$ cat config.mk
export PLATFORM = sky130hd
export DESIGN_NAME = ppc_capture_flat
export DESIGN_NICKNAME = d
export VERILOG_FILES = /design/src/design/ppc_pkg.sv /design/src/design/ppc_if.sv /design/src/design/ppc_capture.sv /design/src/flat_wrapper.sv
export SDC_FILE = /design/constraint.sdc
export NUM_CORES = 1
export LEC_CHECK = 0
export BUFFER_PORTS_ARGS = -buffer_cell sky130_fd_sc_hd__buf_2
export CAP_MARGIN = 20
export CORE_MARGIN = 2
export CORE_UTILIZATION = 35
export DETAILED_ROUTE_END_ITERATION = 8
export PLACE_DENSITY = 0.8
export REMOVE_ABC_BUFFERS = 1
export SYNTH_ARGS = -nofsm -noshare
export SYNTH_HDL_FRONTEND = slang
export SYNTH_SLANG_ARGS = --single-unit
$ cat constraint.sdc
create_clock -name clk_i -period 0.8 [get_ports clk_i]
set_clock_uncertainty 0.05 [all_clocks]
set_input_delay 0.16 -clock clk_i [delete_from_list [all_inputs] [get_ports clk_i]]
set_output_delay 0.16 -clock clk_i [all_outputs]
set_load 0.01 [all_outputs]
$ cat src/design/ppc_pkg.sv
package ppc_pkg;
	localparam int CHAN_W = 6;
	localparam int WORD_W = 18;
	// channel field positions inside the 18-bit word
	localparam int CH0_LSB = 12;
	localparam int CH1_LSB = 6;
	localparam int CH2_LSB = 0;
	localparam logic [WORD_W-1:0] WORD_RST = 18'h00000;
	localparam logic [CHAN_W-1:0] CHAN_RST = 6'h00;
	localparam logic SEQ_EXTERNAL = 1'b1;
	typedef logic [CHAN_W-1:0] ppc_chan_t;
	typedef logic [WORD_W-1:0] ppc_word_t;
endpackage

$ cat src/design/ppc_if.sv
`timescale 1ns/1ns
`default_nettype none
interface ppc_if;
	ppc_pkg::ppc_chan_t chan0;
	ppc_pkg::ppc_chan_t chan1;
	ppc_pkg::ppc_chan_t chan2;
	logic active_video_in;
	logic line_blank_in;
	logic frame_blank_in;
	logic panel_supply_req;
	logic panel_contrast_req;
	modport src (
		output chan0, chan1, chan2, active_video_in, line_blank_in, frame_blank_in,
		output panel_supply_req, panel_contrast_req
	);
	modport dev (
		input chan0, chan1, chan2, active_video_in, line_blank_in, frame_blank_in,
		input panel_supply_req, panel_contrast_req
	);
endinterface
`default_nettype wire

$ cat src/design/ppc_capture.sv
`timescale 1ns/1ns
`default_nettype none
module ppc_capture (
	// dot clock drives everything here
	input wire logic clk_i,
	input wire logic rst_i,
	// sequencing select: 1 external, 0 internal
	input wire logic ext_seq_i,
	// internal sequencer levels, used when ext_seq_i is low
	input wire logic int_supply_i,
	input wire logic int_contrast_i,
	// port
	ppc_if.dev port,
	// captured stream
	output logic [17:0] pixel_word_o,
	output logic pixel_valid_o,
	output logic line_blank_o,
	output logic frame_blank_o,
	// panel power
	output logic panel_supply_en_o,
	output logic panel_contrast_en_o
);
	// capture stage: every port signal is registered once on the dot clock
	// no buffering; each captured word stands for exactly one cycle
	// limitation: sync pulse widths are not checked, the source owns timing
	localparam int NUM_CHAN = 3;
	// field position of each channel, index 0 is the top channel
	localparam int CHAN_LSB [NUM_CHAN] = '{ppc_pkg::CH0_LSB, ppc_pkg::CH1_LSB, ppc_pkg::CH2_LSB};

	// channel views of the port
	ppc_pkg::ppc_chan_t chan_in [NUM_CHAN];
	// captured channels, one register each
	ppc_pkg::ppc_chan_t chan_q [NUM_CHAN];
	ppc_pkg::ppc_chan_t chan_d [NUM_CHAN];

	always_comb begin
		chan_in[0] = port.chan0;
		chan_in[1] = port.chan1;
		chan_in[2] = port.chan2;
	end

	// one capture register per colour channel
	for (genvar c = 0; c < NUM_CHAN; c++) begin : g_chan
		// straight copy; the register is the only stage
		always_comb begin
			chan_d[c] = chan_in[c];
		end

		// all channels share one edge, so a word never tears
		// reset value comes from the package, all channels alike
		always_ff @(posedge clk_i or posedge rst_i) begin
			if (rst_i) begin
				chan_q[c] <= ppc_pkg::CHAN_RST;
			end else begin
				chan_q[c] <= chan_d[c];
			end
		end
	end

	// word view of the captured channels, wiring only
	// positions from the package so the mapping lives in one place
	ppc_pkg::ppc_word_t word_cap;

	always_comb begin
		word_cap = ppc_pkg::WORD_RST;
		for (int k = 0; k < NUM_CHAN; k++) begin
			word_cap[CHAN_LSB[k] +: ppc_pkg::CHAN_W] = chan_q[k];
		end
	end

	// line blanking
	// carried through unmasked; downstream timing needs the raw level
	logic lb_q;
	logic lb_d;

	always_comb begin
		lb_d = port.line_blank_in;
	end

	// async reset to the idle level
	always_ff @(posedge clk_i or posedge rst_i) begin
		if (rst_i) begin
			lb_q <= 1'b0;
		end else begin
			lb_q <= lb_d;
		end
	end

	// frame blanking
	// carried through unmasked, same latency as the word
	logic fb_q;
	logic fb_d;

	always_comb begin
		fb_d = port.frame_blank_in;
	end

	// async reset to the idle level
	always_ff @(posedge clk_i or posedge rst_i) begin
		if (rst_i) begin
			fb_q <= 1'b0;
		end else begin
			fb_q <= fb_d;
		end
	end

	// display qualifier
	// blanking overrides the qualifier so a glitchy source cannot leak data
	// costs nothing in latency, the mask sits before the register
	logic val_q;
	logic val_d;
	logic blank_any;

	always_comb begin
		blank_any = port.line_blank_in | port.frame_blank_in;
		val_d = 1'b0;
		if (port.active_video_in && !blank_any) begin
			val_d = 1'b1;
		end
	end

	// async reset: no word counts as valid until the source has run
	always_ff @(posedge clk_i or posedge rst_i) begin
		if (rst_i) begin
			val_q <= 1'b0;
		end else begin
			val_q <= val_d;
		end
	end

	// sequencing select
	// a plain pin, so it may change at any edge; both enables switch together
	// compared against the package constant so the polarity lives in one place
	logic ext_sel;

	always_comb begin
		ext_sel = (ext_seq_i == ppc_pkg::SEQ_EXTERNAL);
	end

	// panel supply enable
	// request ignored under internal sequencing
	// the internal sequencer itself lives outside this block
	logic sup_q;
	logic sup_d;

	always_comb begin
		if (ext_sel) begin
			sup_d = port.panel_supply_req;
		end else begin
			sup_d = int_supply_i;
		end
	end

	// async reset: panel unpowered until asked
	always_ff @(posedge clk_i or posedge rst_i) begin
		if (rst_i) begin
			sup_q <= 1'b0;
		end else begin
			sup_q <= sup_d;
		end
	end

	// panel contrast enable
	// no ordering against supply here; whoever requests sequences them
	logic con_q;
	logic con_d;

	always_comb begin
		if (ext_sel) begin
			con_d = port.panel_contrast_req;
		end else begin
			con_d = int_contrast_i;
		end
	end

	// async reset: contrast off until asked
	always_ff @(posedge clk_i or posedge rst_i) begin
		if (rst_i) begin
			con_q <= 1'b0;
		end else begin
			con_q <= con_d;
		end
	end

	// captured stream, one edge after the port inputs
	assign pixel_word_o = word_cap;
	assign pixel_valid_o = val_q;
	assign line_blank_o = lb_q;
	assign frame_blank_o = fb_q;

	// panel power
	assign panel_supply_en_o = sup_q;
	assign panel_contrast_en_o = con_q;
endmodule
`default_nettype wire

$ cat src/flat_wrapper.sv
// flat-port wrapper written by rule: the top's interface ports become plain ports
module ppc_capture_flat 
  (clk_i, rst_i, ext_seq_i, int_supply_i, int_contrast_i, pixel_word_o, pixel_valid_o, line_blank_o, frame_blank_o, panel_supply_en_o, panel_contrast_en_o, port_chan0, port_chan1, port_chan2, port_active_video_in, port_line_blank_in, port_frame_blank_in, port_panel_supply_req, port_panel_contrast_req);
  ppc_if port_i ();
  input wire logic clk_i;
  input wire logic rst_i;
  input wire logic ext_seq_i;
  input wire logic int_supply_i;
  input wire logic int_contrast_i;
  output logic [17:0] pixel_word_o;
  output logic pixel_valid_o;
  output logic line_blank_o;
  output logic frame_blank_o;
  output logic panel_supply_en_o;
  output logic panel_contrast_en_o;
  input wire logic [$bits(port_i.chan0)-1:0] port_chan0;
  input wire logic [$bits(port_i.chan1)-1:0] port_chan1;
  input wire logic [$bits(port_i.chan2)-1:0] port_chan2;
  input wire logic [$bits(port_i.active_video_in)-1:0] port_active_video_in;
  input wire logic [$bits(port_i.line_blank_in)-1:0] port_line_blank_in;
  input wire logic [$bits(port_i.frame_blank_in)-1:0] port_frame_blank_in;
  input wire logic [$bits(port_i.panel_supply_req)-1:0] port_panel_supply_req;
  input wire logic [$bits(port_i.panel_contrast_req)-1:0] port_panel_contrast_req;
  assign port_i.chan0 = port_chan0;
  assign port_i.chan1 = port_chan1;
  assign port_i.chan2 = port_chan2;
  assign port_i.active_video_in = port_active_video_in;
  assign port_i.line_blank_in = port_line_blank_in;
  assign port_i.frame_blank_in = port_frame_blank_in;
  assign port_i.panel_supply_req = port_panel_supply_req;
  assign port_i.panel_contrast_req = port_panel_contrast_req;
  ppc_capture u_core (.clk_i(clk_i), .rst_i(rst_i), .ext_seq_i(ext_seq_i), .int_supply_i(int_supply_i), .int_contrast_i(int_contrast_i), .port(port_i), .pixel_word_o(pixel_word_o), .pixel_valid_o(pixel_valid_o), .line_blank_o(line_blank_o), .frame_blank_o(frame_blank_o), .panel_supply_en_o(panel_supply_en_o), .panel_contrast_en_o(panel_contrast_en_o));
endmodule
# After elaboration in Yosys (flattened, before gate mapping)
# Index checks and enable logic that the tools add are counted.
# word_totals
register_bits	23
latch_bits	0
ramBits	0
rom_bits	0
inputBits	28
output_inout_bits	23
n_memories	0
# op_classes
add_sub_neg	0
n_mul	0
n_div	0
n_lt_le_gt_ge	0
eq_ne	0
shifts	0
mux	3
bitwise_logic	1
reduce_logical	2
# ops
op	count
2-to-1 mux 1 bit	3
logical AND 1 bit	1
logical NOT 1 bit	1
OR 1 bit	1

# Logic depth before layout (Yosys ltp)
# Gate-level depths: netlist of the first run.
# depth
ltp_word	4
ltp_mapped	1

# Worst setup path before layout of the first run
# No wires, ideal clock.
# synth_timing
path_type	input to register
startpoint	input port ext_seq_i
endpoint	register u_core.con_q, in the netlist u_core.panel_contrast_en_o
setup_time_ps	125
arrival_ps	457
t_required_ps	625
slack_ps	168
path_stages	1
path_buffers	0
path_cell_list	mux2_2
# synth_between
elab_chain_cells	1
# synth_lines
element	line	rtl
from (decl)	flat_wrapper.sv:7	input wire logic ext_seq_i;
2-to-1 mux 1 bit	ppc_capture.sv:169	if (ext_sel) begin
to (signal assigned)	ppc_capture.sv:181	con_q <= con_d;
to (decl)	ppc_capture.sv:165	logic con_q;
# Every way passes these cells.

# Final worst setup path of the first run
# layout_timing
startpoint	register u_core.chan_q (netlist bit u_core.pixel_word_o[6])
endpoint	output port pixel_word_o[6]
# layout_rtl
element	line	rtl
from (decl)	ppc_capture.sv:33	ppc_pkg::ppc_chan_t chan_q [NUM_CHAN];
from (signal, indexed assignment)	ppc_capture.sv:53	chan_q[c] <= ppc_pkg::CHAN_RST;
from (signal, indexed assignment)	ppc_capture.sv:55	chan_q[c] <= chan_d[c];
to (decl)	flat_wrapper.sv:10	output logic [17:0] pixel_word_o;
# No word-level cell between the ends.

==> insert_results.sql, run 1 <==
INSERT INTO impl_metrics (metric_group, metric, value, unit) VALUES
('sta', 'timing.final.crit_period', '1.04', 'ns'),
('run_status', 'status', 'finished, violations left', ''),
('sta', 'slew-limit-headroom', '0.903', ''),
('detailed_routing', 'via_total_after_detailed_routing', '514', ''),
('logic_synthesis', 'synth.largest_area_cell', 'sky130_fd_sc_hd__dfrtp_1', ''),
('cts', 'clk_path_buf_depth', '2', ''),
('final_layout', 'area_growth_syn_to_layout', '93.6', '%'),
('logic_synthesis', 'synthesis.area_per_instance', '22.6', 'µm²'),
('global_route', 'antenna_found_initial', '0', ''),
('logic_synthesis', 'synth-seq-cells', '23', ''),
('critical_path', 'critical-path-slowest-cell', 'sky130_fd_sc_hd__dfrtp_1', ''),
('critical_path', 'worst_setup_path_end_kind', 'output pin', ''),
('worst_hold_path', 'worst_hold_path.num_cells', '2', ''),
('floorplan', 'dieHeight', '45.7', 'µm'),
('sta', 'fmax', '962', 'MHz'),
('cts', 'postCtsSetupRepairBufs', '0', ''),
('cts', 'clock-root-buffer', 'sky130_fd_sc_hd__clkbuf_4', ''),
('sta', 'setup-tns-final', '-5.02', 'ns'),
('floorplan', 'initial_core_util', '0.361', ''),
('run_status', 'violations', 'setup timing', ''),
('logic_synthesis', 'synthMuxAreaShare', '0.0370', ''),
('sta', 'final_max_slew_viol_count', '0', ''),
('critical_path', 'critPathKind', 'flop to output pin', ''),
('global_route', 'grt_overflow', '0', ''),
('floorplan', 'die-width', '45.7', 'µm'),
('cts', 'numCtsBuffers', '3', ''),
('logic_synthesis', 'synthDistinctLibCells', '4', ''),
('floorplan', 'floorplan.die_area', '2090', 'µm²'),
('critical_path', 'cp_top_family', 'flip-flops', ''),
('placement', 'io_buffers', '50', ''),
('sta', 'finalCritPeriodShare', '1.30', ''),
('sta', 'setup_ws', '-0.239', 'ns'),
('logic_synthesis', 'combinational_family_with_the_most_area_after_synthesis', 'multiplexers', ''),
('worst_hold_path', 'worst_hold_path_type', 'input pin to flop', ''),
('final_layout', 'design.final.nets', '132', ''),
('run', 'timing.max_cap.violations', '0', ''),
('logic_synthesis', 'post_synth_fa_ha_maj_area_fraction', '0', ''),
('cts', 'tritoncts', 'done', ''),
('detailed_routing', 'avgViaCountPerCell', '4.28', ''),
('floorplan', 'top_level_ports', '51', ''),
('detailed_routing', 'drt_first_pass_iters', '1', ''),
('global_route', 'grt_first_pass_wirelength', '2470', 'µm'),
('critical_path', 'start_kind', 'flop', ''),
('final_layout', 'mostFrequentLayoutCell', 'sky130_fd_sc_hd__buf_2', ''),
('detailed_routing', 'wirelength', '1830', 'µm'),
('final_layout', 'final_util', '0.699', ''),
('sta', 'finalSetupViolations', '24', ''),
('placement', 'placement.setup.worst_slack', '0.0349', 'ns'),
('power_and_ir_drop', 'p_leak', '0.609', 'nW'),
('power_and_ir_drop', 'ir_drop_worst_case_vdd', '0.00124', 'V'),
('final_layout', 'post_route_cells_drive_above_1_share', '0.553', ''),
('critical_path', 'critical-path-max-stage-delay', '0.40', 'ns'),
('logic_synthesis', 'most_area_consuming_cells_after_synthesis', 'sky130_fd_sc_hd__dfrtp_1 94%, sky130_fd_sc_hd__mux2_2 3.7%, sky130_fd_sc_hd__nor3b_1 1.2%', ''),
('critical_path', 'critical_path_cell_count', '1', ''),
('final_layout', 'most_frequent_cells_in_the_layout', '44 x sky130_fd_sc_hd__buf_2, 23 x sky130_fd_sc_hd__dfrtp_1, 21 x sky130_fd_sc_hd__dlygate4sd3_1', ''),
('logic_synthesis', 'synth_sequential_area_ratio', '0.945', ''),
('final_layout', 'final.fill_count', '107', ''),
('floorplan', 'coreArea', '1690', 'µm²'),
('critical_path', 'worstPathRequired', '0.59', 'ns'),
('logic_synthesis', 'post_synthesis_compound_gate_area_fraction', '0', ''),
('logic_synthesis', 'synth_simple_gate_area_frac', '0.0123', ''),
('final_layout', 'antenna_cells', '0', ''),
('sta', 'rsz0062_at_grt', 'yes', ''),
('placement', 'gpl.final_weighted_congestion', '0.686', ''),
('global_route', 'grt_use_total', '0.185', ''),
('critical_path', 'critical_path_peak_fanout', '1', ''),
('power_and_ir_drop', 'p_per_area', '1740', 'nW/µm²'),
('critical_path', 'path_cells', 'buf_2', ''),
('logic_synthesis', 'synth_top_area_frac', '0.945', ''),
('logic_synthesis', 'post_synth_xor_xnor_area', '0', ''),
('global_route', 'pin_count_of_the_biggest_net_entering_global_routing', '24', '');
==> cells by family after synthesis <==
group,count (synthesis)
AND/OR/NAND/NOR,1
flip-flops,23
multiplexers,2
buffers and inverters,1
==> worst paths after layout <==
path,endpoint,slack [ns],from
max in group asynchronous,u_core.pixel_word_o[12],0.20,rst_i
hold / removal,u_core.panel_contrast_en_o,0.04,int_contrast_i
min in group asynchronous,u_core.line_blank_o,0.36,rst_i
setup / recovery,pixel_word_o[6],-0.24,u_core.pixel_word_o[6]
==> flip-flops by register name, summed over array words and instances (netlist names) <==
| name | flops |
|---|---|
| u_core.frame_blank_o | 1 |
| u_core.line_blank_o | 1 |
| u_core.panel_contrast_en_o | 1 |
| u_core.panel_supply_en_o | 1 |
| u_core.pixel_valid_o | 1 |
| u_core.pixel_word_o | 18 |
==> routing by layer <==
metal	wire length [µm]	up-vias	track usage
li1	-	236	-
met1	597	223	0.163
met2	889	51	0.341
met3	311	4	0.0794
met4	31	0	0.109
met5	0	-	0
==> report_power, final <==
group          total [mW]  switching, mW  internal [mW]
Clock               0.496          0.302          0.194
Combinational       0.315          0.123          0.192
Sequential           1.24         0.0197           1.22
Total                2.05          0.445           1.61
==> synthesized netlist by cell type <==
| cell type | count |
|---|---|
| sky130_fd_sc_hd__dfrtp_1 | 23 |
| sky130_fd_sc_hd__mux2_2 | 2 |
| sky130_fd_sc_hd__inv_1 | 1 |
| sky130_fd_sc_hd__nor3b_1 | 1 |
==> what timing repair did <==
action / CTS / global route
hold buffers: 21 / 2
endpoints found under the setup margin: 23 / 24
pin swaps: 0 / 1
resized for setup: 0 / 7
endpoints found under the hold margin: 44 / 3
==> stage by stage <==
step                      hold slack [ns]  std cells  total power, mW  cell area [µm²]
final                              0.0449        120             2.05             1180
after global routing               0.0289        120             2.14             1180
after CTS                          0.0331        120             2.04             1140
after detailed placement            0.139         95             1.47              901
after global placement              0.131         95             1.47              901
after floorplan                     0.112         27             1.32              609
==> area by class of cell <==
class / count / area, µm² / area share
Clock buffer: 4 / 26.3 / 0.0223
Timing Repair Buffer: 72 / 518 / 0.439
Inverter: 1 / 3.75 / 0.00318
Tap cell: 17 / 21.3 / 0.0180
Sequential cell: 23 / 576 / 0.488
Multi-Input combinational cell: 3 / 35.0 / 0.0297
Note: power is estimated with default switching activity, not from simulation.
==> run 2: changes to the inputs <==
Settings changed: CORE_MARGIN 2 to not set.
==> insert_results.sql, run 2 (synthesized netlist as in run 1, its figures left out) <==
INSERT INTO impl_metrics (metric_group, metric, value, unit) VALUES
('run_status', 'status', 'finished, violations left', ''),
('run_status', 'violations', 'DRC, setup timing', ''),
('floorplan', 'coreArea', '1560', 'µm²'),
('worst_hold_path', 'min_to', 'u_core.panel_contrast_en_o', ''),
('detailed_routing', 'via_total_after_detailed_routing', '508', ''),
('floorplan', 'die-width', '43.7', 'µm'),
('floorplan', 'dieHeight', '43.7', 'µm'),
('critical_path', 'cp_top_family', 'flip-flops', ''),
('sta', 'slew-limit-headroom', '0.899', ''),
('placement', 'placement.setup.worst_slack', '0.0493', 'ns'),
('global_route', 'grt_use_total', '0.173', ''),
('cts', 'tritoncts', 'done', ''),
('sta', 'setup_ws', '-0.223', 'ns'),
('cts', 'cts.sinks', '23', ''),
('sta', 'finalCritPeriodShare', '1.28', ''),
('final_layout', 'area_growth_syn_to_layout', '88.5', '%'),
('power_and_ir_drop', 'p_total', '2.02', 'mW'),
('critical_path', 'critical_path_peak_fanout', '1', ''),
('sta', 'final_max_slew_viol_count', '0', ''),
('detailed_routing', 'drt_first_pass_iters', '6', ''),
('critical_path', 'critical-path-slowest-cell', 'sky130_fd_sc_hd__dfrtp_1', ''),
('detailed_routing', 'wirelength', '1500', 'µm'),
('sta', 'timing.final.crit_period', '1.02', 'ns'),
('final_layout', 'antenna_cells', '0', ''),
('sta', 'timing.hold.ws', '0.0434', 'ns'),
('placement', 'io_buffers', '50', ''),
('critical_path', 'critPathKind', 'flop to output pin', ''),
('critical_path', 'critical-path-max-stage-delay', '0.40', 'ns'),
('final_layout', 'post_route_cells_drive_above_1_share', '0.558', ''),
('run', 'timing.max_cap.violations', '0', ''),
('final_layout', 'mostFrequentLayoutCell', 'sky130_fd_sc_hd__buf_2', ''),
('critical_path', 'crit_buf_inv', '1', ''),
('cts', 'htree_levels', '1', ''),
('detailed_routing', 'residual_drc_count', '6', ''),
('sta', 'rsz0062_at_grt', 'yes', ''),
('detailed_routing', 'avgRoutedWirePerCell', '12.5', 'µm'),
('power_and_ir_drop', 'p_per_area', '1760', 'nW/µm²'),
('detailed_routing', 'detail_route.iter0.violations', '7', ''),
('cts', 'clk_path_buf_depth', '2', ''),
('sta', 'finalSetupViolations', '24', ''),
('cts', 'postCtsSetupRepairBufs', '0', ''),
('critical_path', 'worstPathRequired', '0.59', 'ns'),
('global_route', 'pin_count_of_the_biggest_net_entering_global_routing', '13', ''),
('worst_hold_path', 'worst_hold_path.num_cells', '2', ''),
('power_and_ir_drop', 'p_leak', '0.601', 'nW'),
('critical_path', 'path_cells', 'buf_6', ''),
('critical_path', 'worst_setup_path_end_kind', 'output pin', ''),
('critical_path', 'arrival', '0.81', 'ns'),
('cts', 'clock-root-buffer', 'sky130_fd_sc_hd__clkbuf_4', ''),
('sta', 'fmax', '977', 'MHz'),
('final_layout', 'final_design_area_no_fill', '1150', 'µm²'),
('global_route', 'grt_first_pass_wirelength', '2350', 'µm'),
('placement', 'gpl.final_weighted_congestion', '0.654', ''),
('critical_path', 'start_kind', 'flop', ''),
('final_layout', 'most_frequent_cells_in_the_layout', '48 x sky130_fd_sc_hd__buf_2, 23 x sky130_fd_sc_hd__dfrtp_1, 21 x sky130_fd_sc_hd__dlygate4sd3_1', ''),
('detailed_routing', 'antenna_violation_net_count_after_detailed_routing', '0', ''),
('worst_hold_path', 'holdCritStartpoint', 'port_panel_contrast_req', ''),
('sta', 'report.final.hold_viol_count', '0', ''),
('global_route', 'grt_pass1_vias', '585', ''),
('sta', 'max_slew.worst_pin.slew', '0.152', 'ns'),
('global_route', 'grt_overflow', '0', ''),
('critical_path', 'critical_path_cell_count', '1', ''),
('placement', 'dpl-instance-area', '895', 'µm²'),
('power_and_ir_drop', 'ir_drop_worst_case_vdd', '0.00116', 'V'),
('floorplan', 'rows', '14', ''),
('final_layout', 'design.final.nets', '133', ''),
('floorplan', 'floorplan.die_area', '1910', 'µm²'),
('final_layout', 'largest_reg_flops', '18', ''),
('detailed_routing', 'avgViaCountPerCell', '4.23', ''),
('cts', 'path_clk_slew', '0.11', 'ns'),
('worst_hold_path', 'worst_hold_path_type', 'input pin to flop', ''),
('floorplan', 'top_level_ports', '51', ''),
('cts', 'numCtsBuffers', '3', ''),
('floorplan', 'initial_core_util', '0.391', ''),
('global_route', 'antenna_found_initial', '0', '');
run 2: changes by cell type in the layout (fill, tap and decap cells not counted):
cell and delta:
sky130_fd_sc_hd__buf_6 -4, sky130_fd_sc_hd__buf_2 +4, sky130_fd_sc_hd__buf_4 +2, sky130_fd_sc_hd__buf_12 -1
run 2: power by group:
part / leakage, nW / switching [mW] / internal, mW
Clock: 0.0150 / 0.303 / 0.194
Sequential: 0.270 / 0.0152 / 1.22
Combinational: 0.316 / 0.115 / 0.175
Total: 0.601 / 0.434 / 1.59
run 2: routing by layer:
metal | track usage | vias up | share of wire
met5 | 0 | - | 0
met4 | 0.0813 | 0 | 0.0073
met3 | 0.0458 | 2 | 0.13
met2 | 0.319 | 42 | 0.49
met1 | 0.180 | 227 | 0.38
li1 | - | 237 | -
run 2: what timing repair did:
action / 4_1_cts / 5_1_grt
hold endpoints to repair: 44 / 3
setup endpoints to repair: 23 / 24
gates resized for setup: 0 / 3
hold buffers: 21 / 2
cloned: 0 / 0
run 2: worst max-delay path by stage:
stage | startpoint | endpoint | slack (ns)
6_report | u_core.pixel_word_o[17] | pixel_word_o[17] | -0.22
3_3_place_gp | ext_seq_i | u_core.panel_supply_en_o | 0.06
4_1_cts | u_core.pixel_word_o[2] | pixel_word_o[2] | -0.24
2_1_floorplan | rst_i | u_core.frame_blank_o | 0.15
5_1_grt | u_core.pixel_word_o[11] | pixel_word_o[11] | -0.27
3_5_place_dp | ext_seq_i | u_core.panel_contrast_en_o | 0.05
run 2: cell type report:
type,count,area (µm²)
Clock buffer,4,26.3
Timing Repair Buffer,73,488
Sequential cell,23,576
Fill cell,91,410
Multi-Input combinational cell,3,35.0
Tap cell,16,20.0
Inverter,1,3.75
run 2: stage by stage:
step,utilization,instances,setup TNS (ns)
floorplan,-,27,0
global placement,0.574,95,0
detailed placement,0.574,95,0
CTS,0.726,120,-5.26
global route,0.737,120,-5.86
finish,0.737,120,-4.94
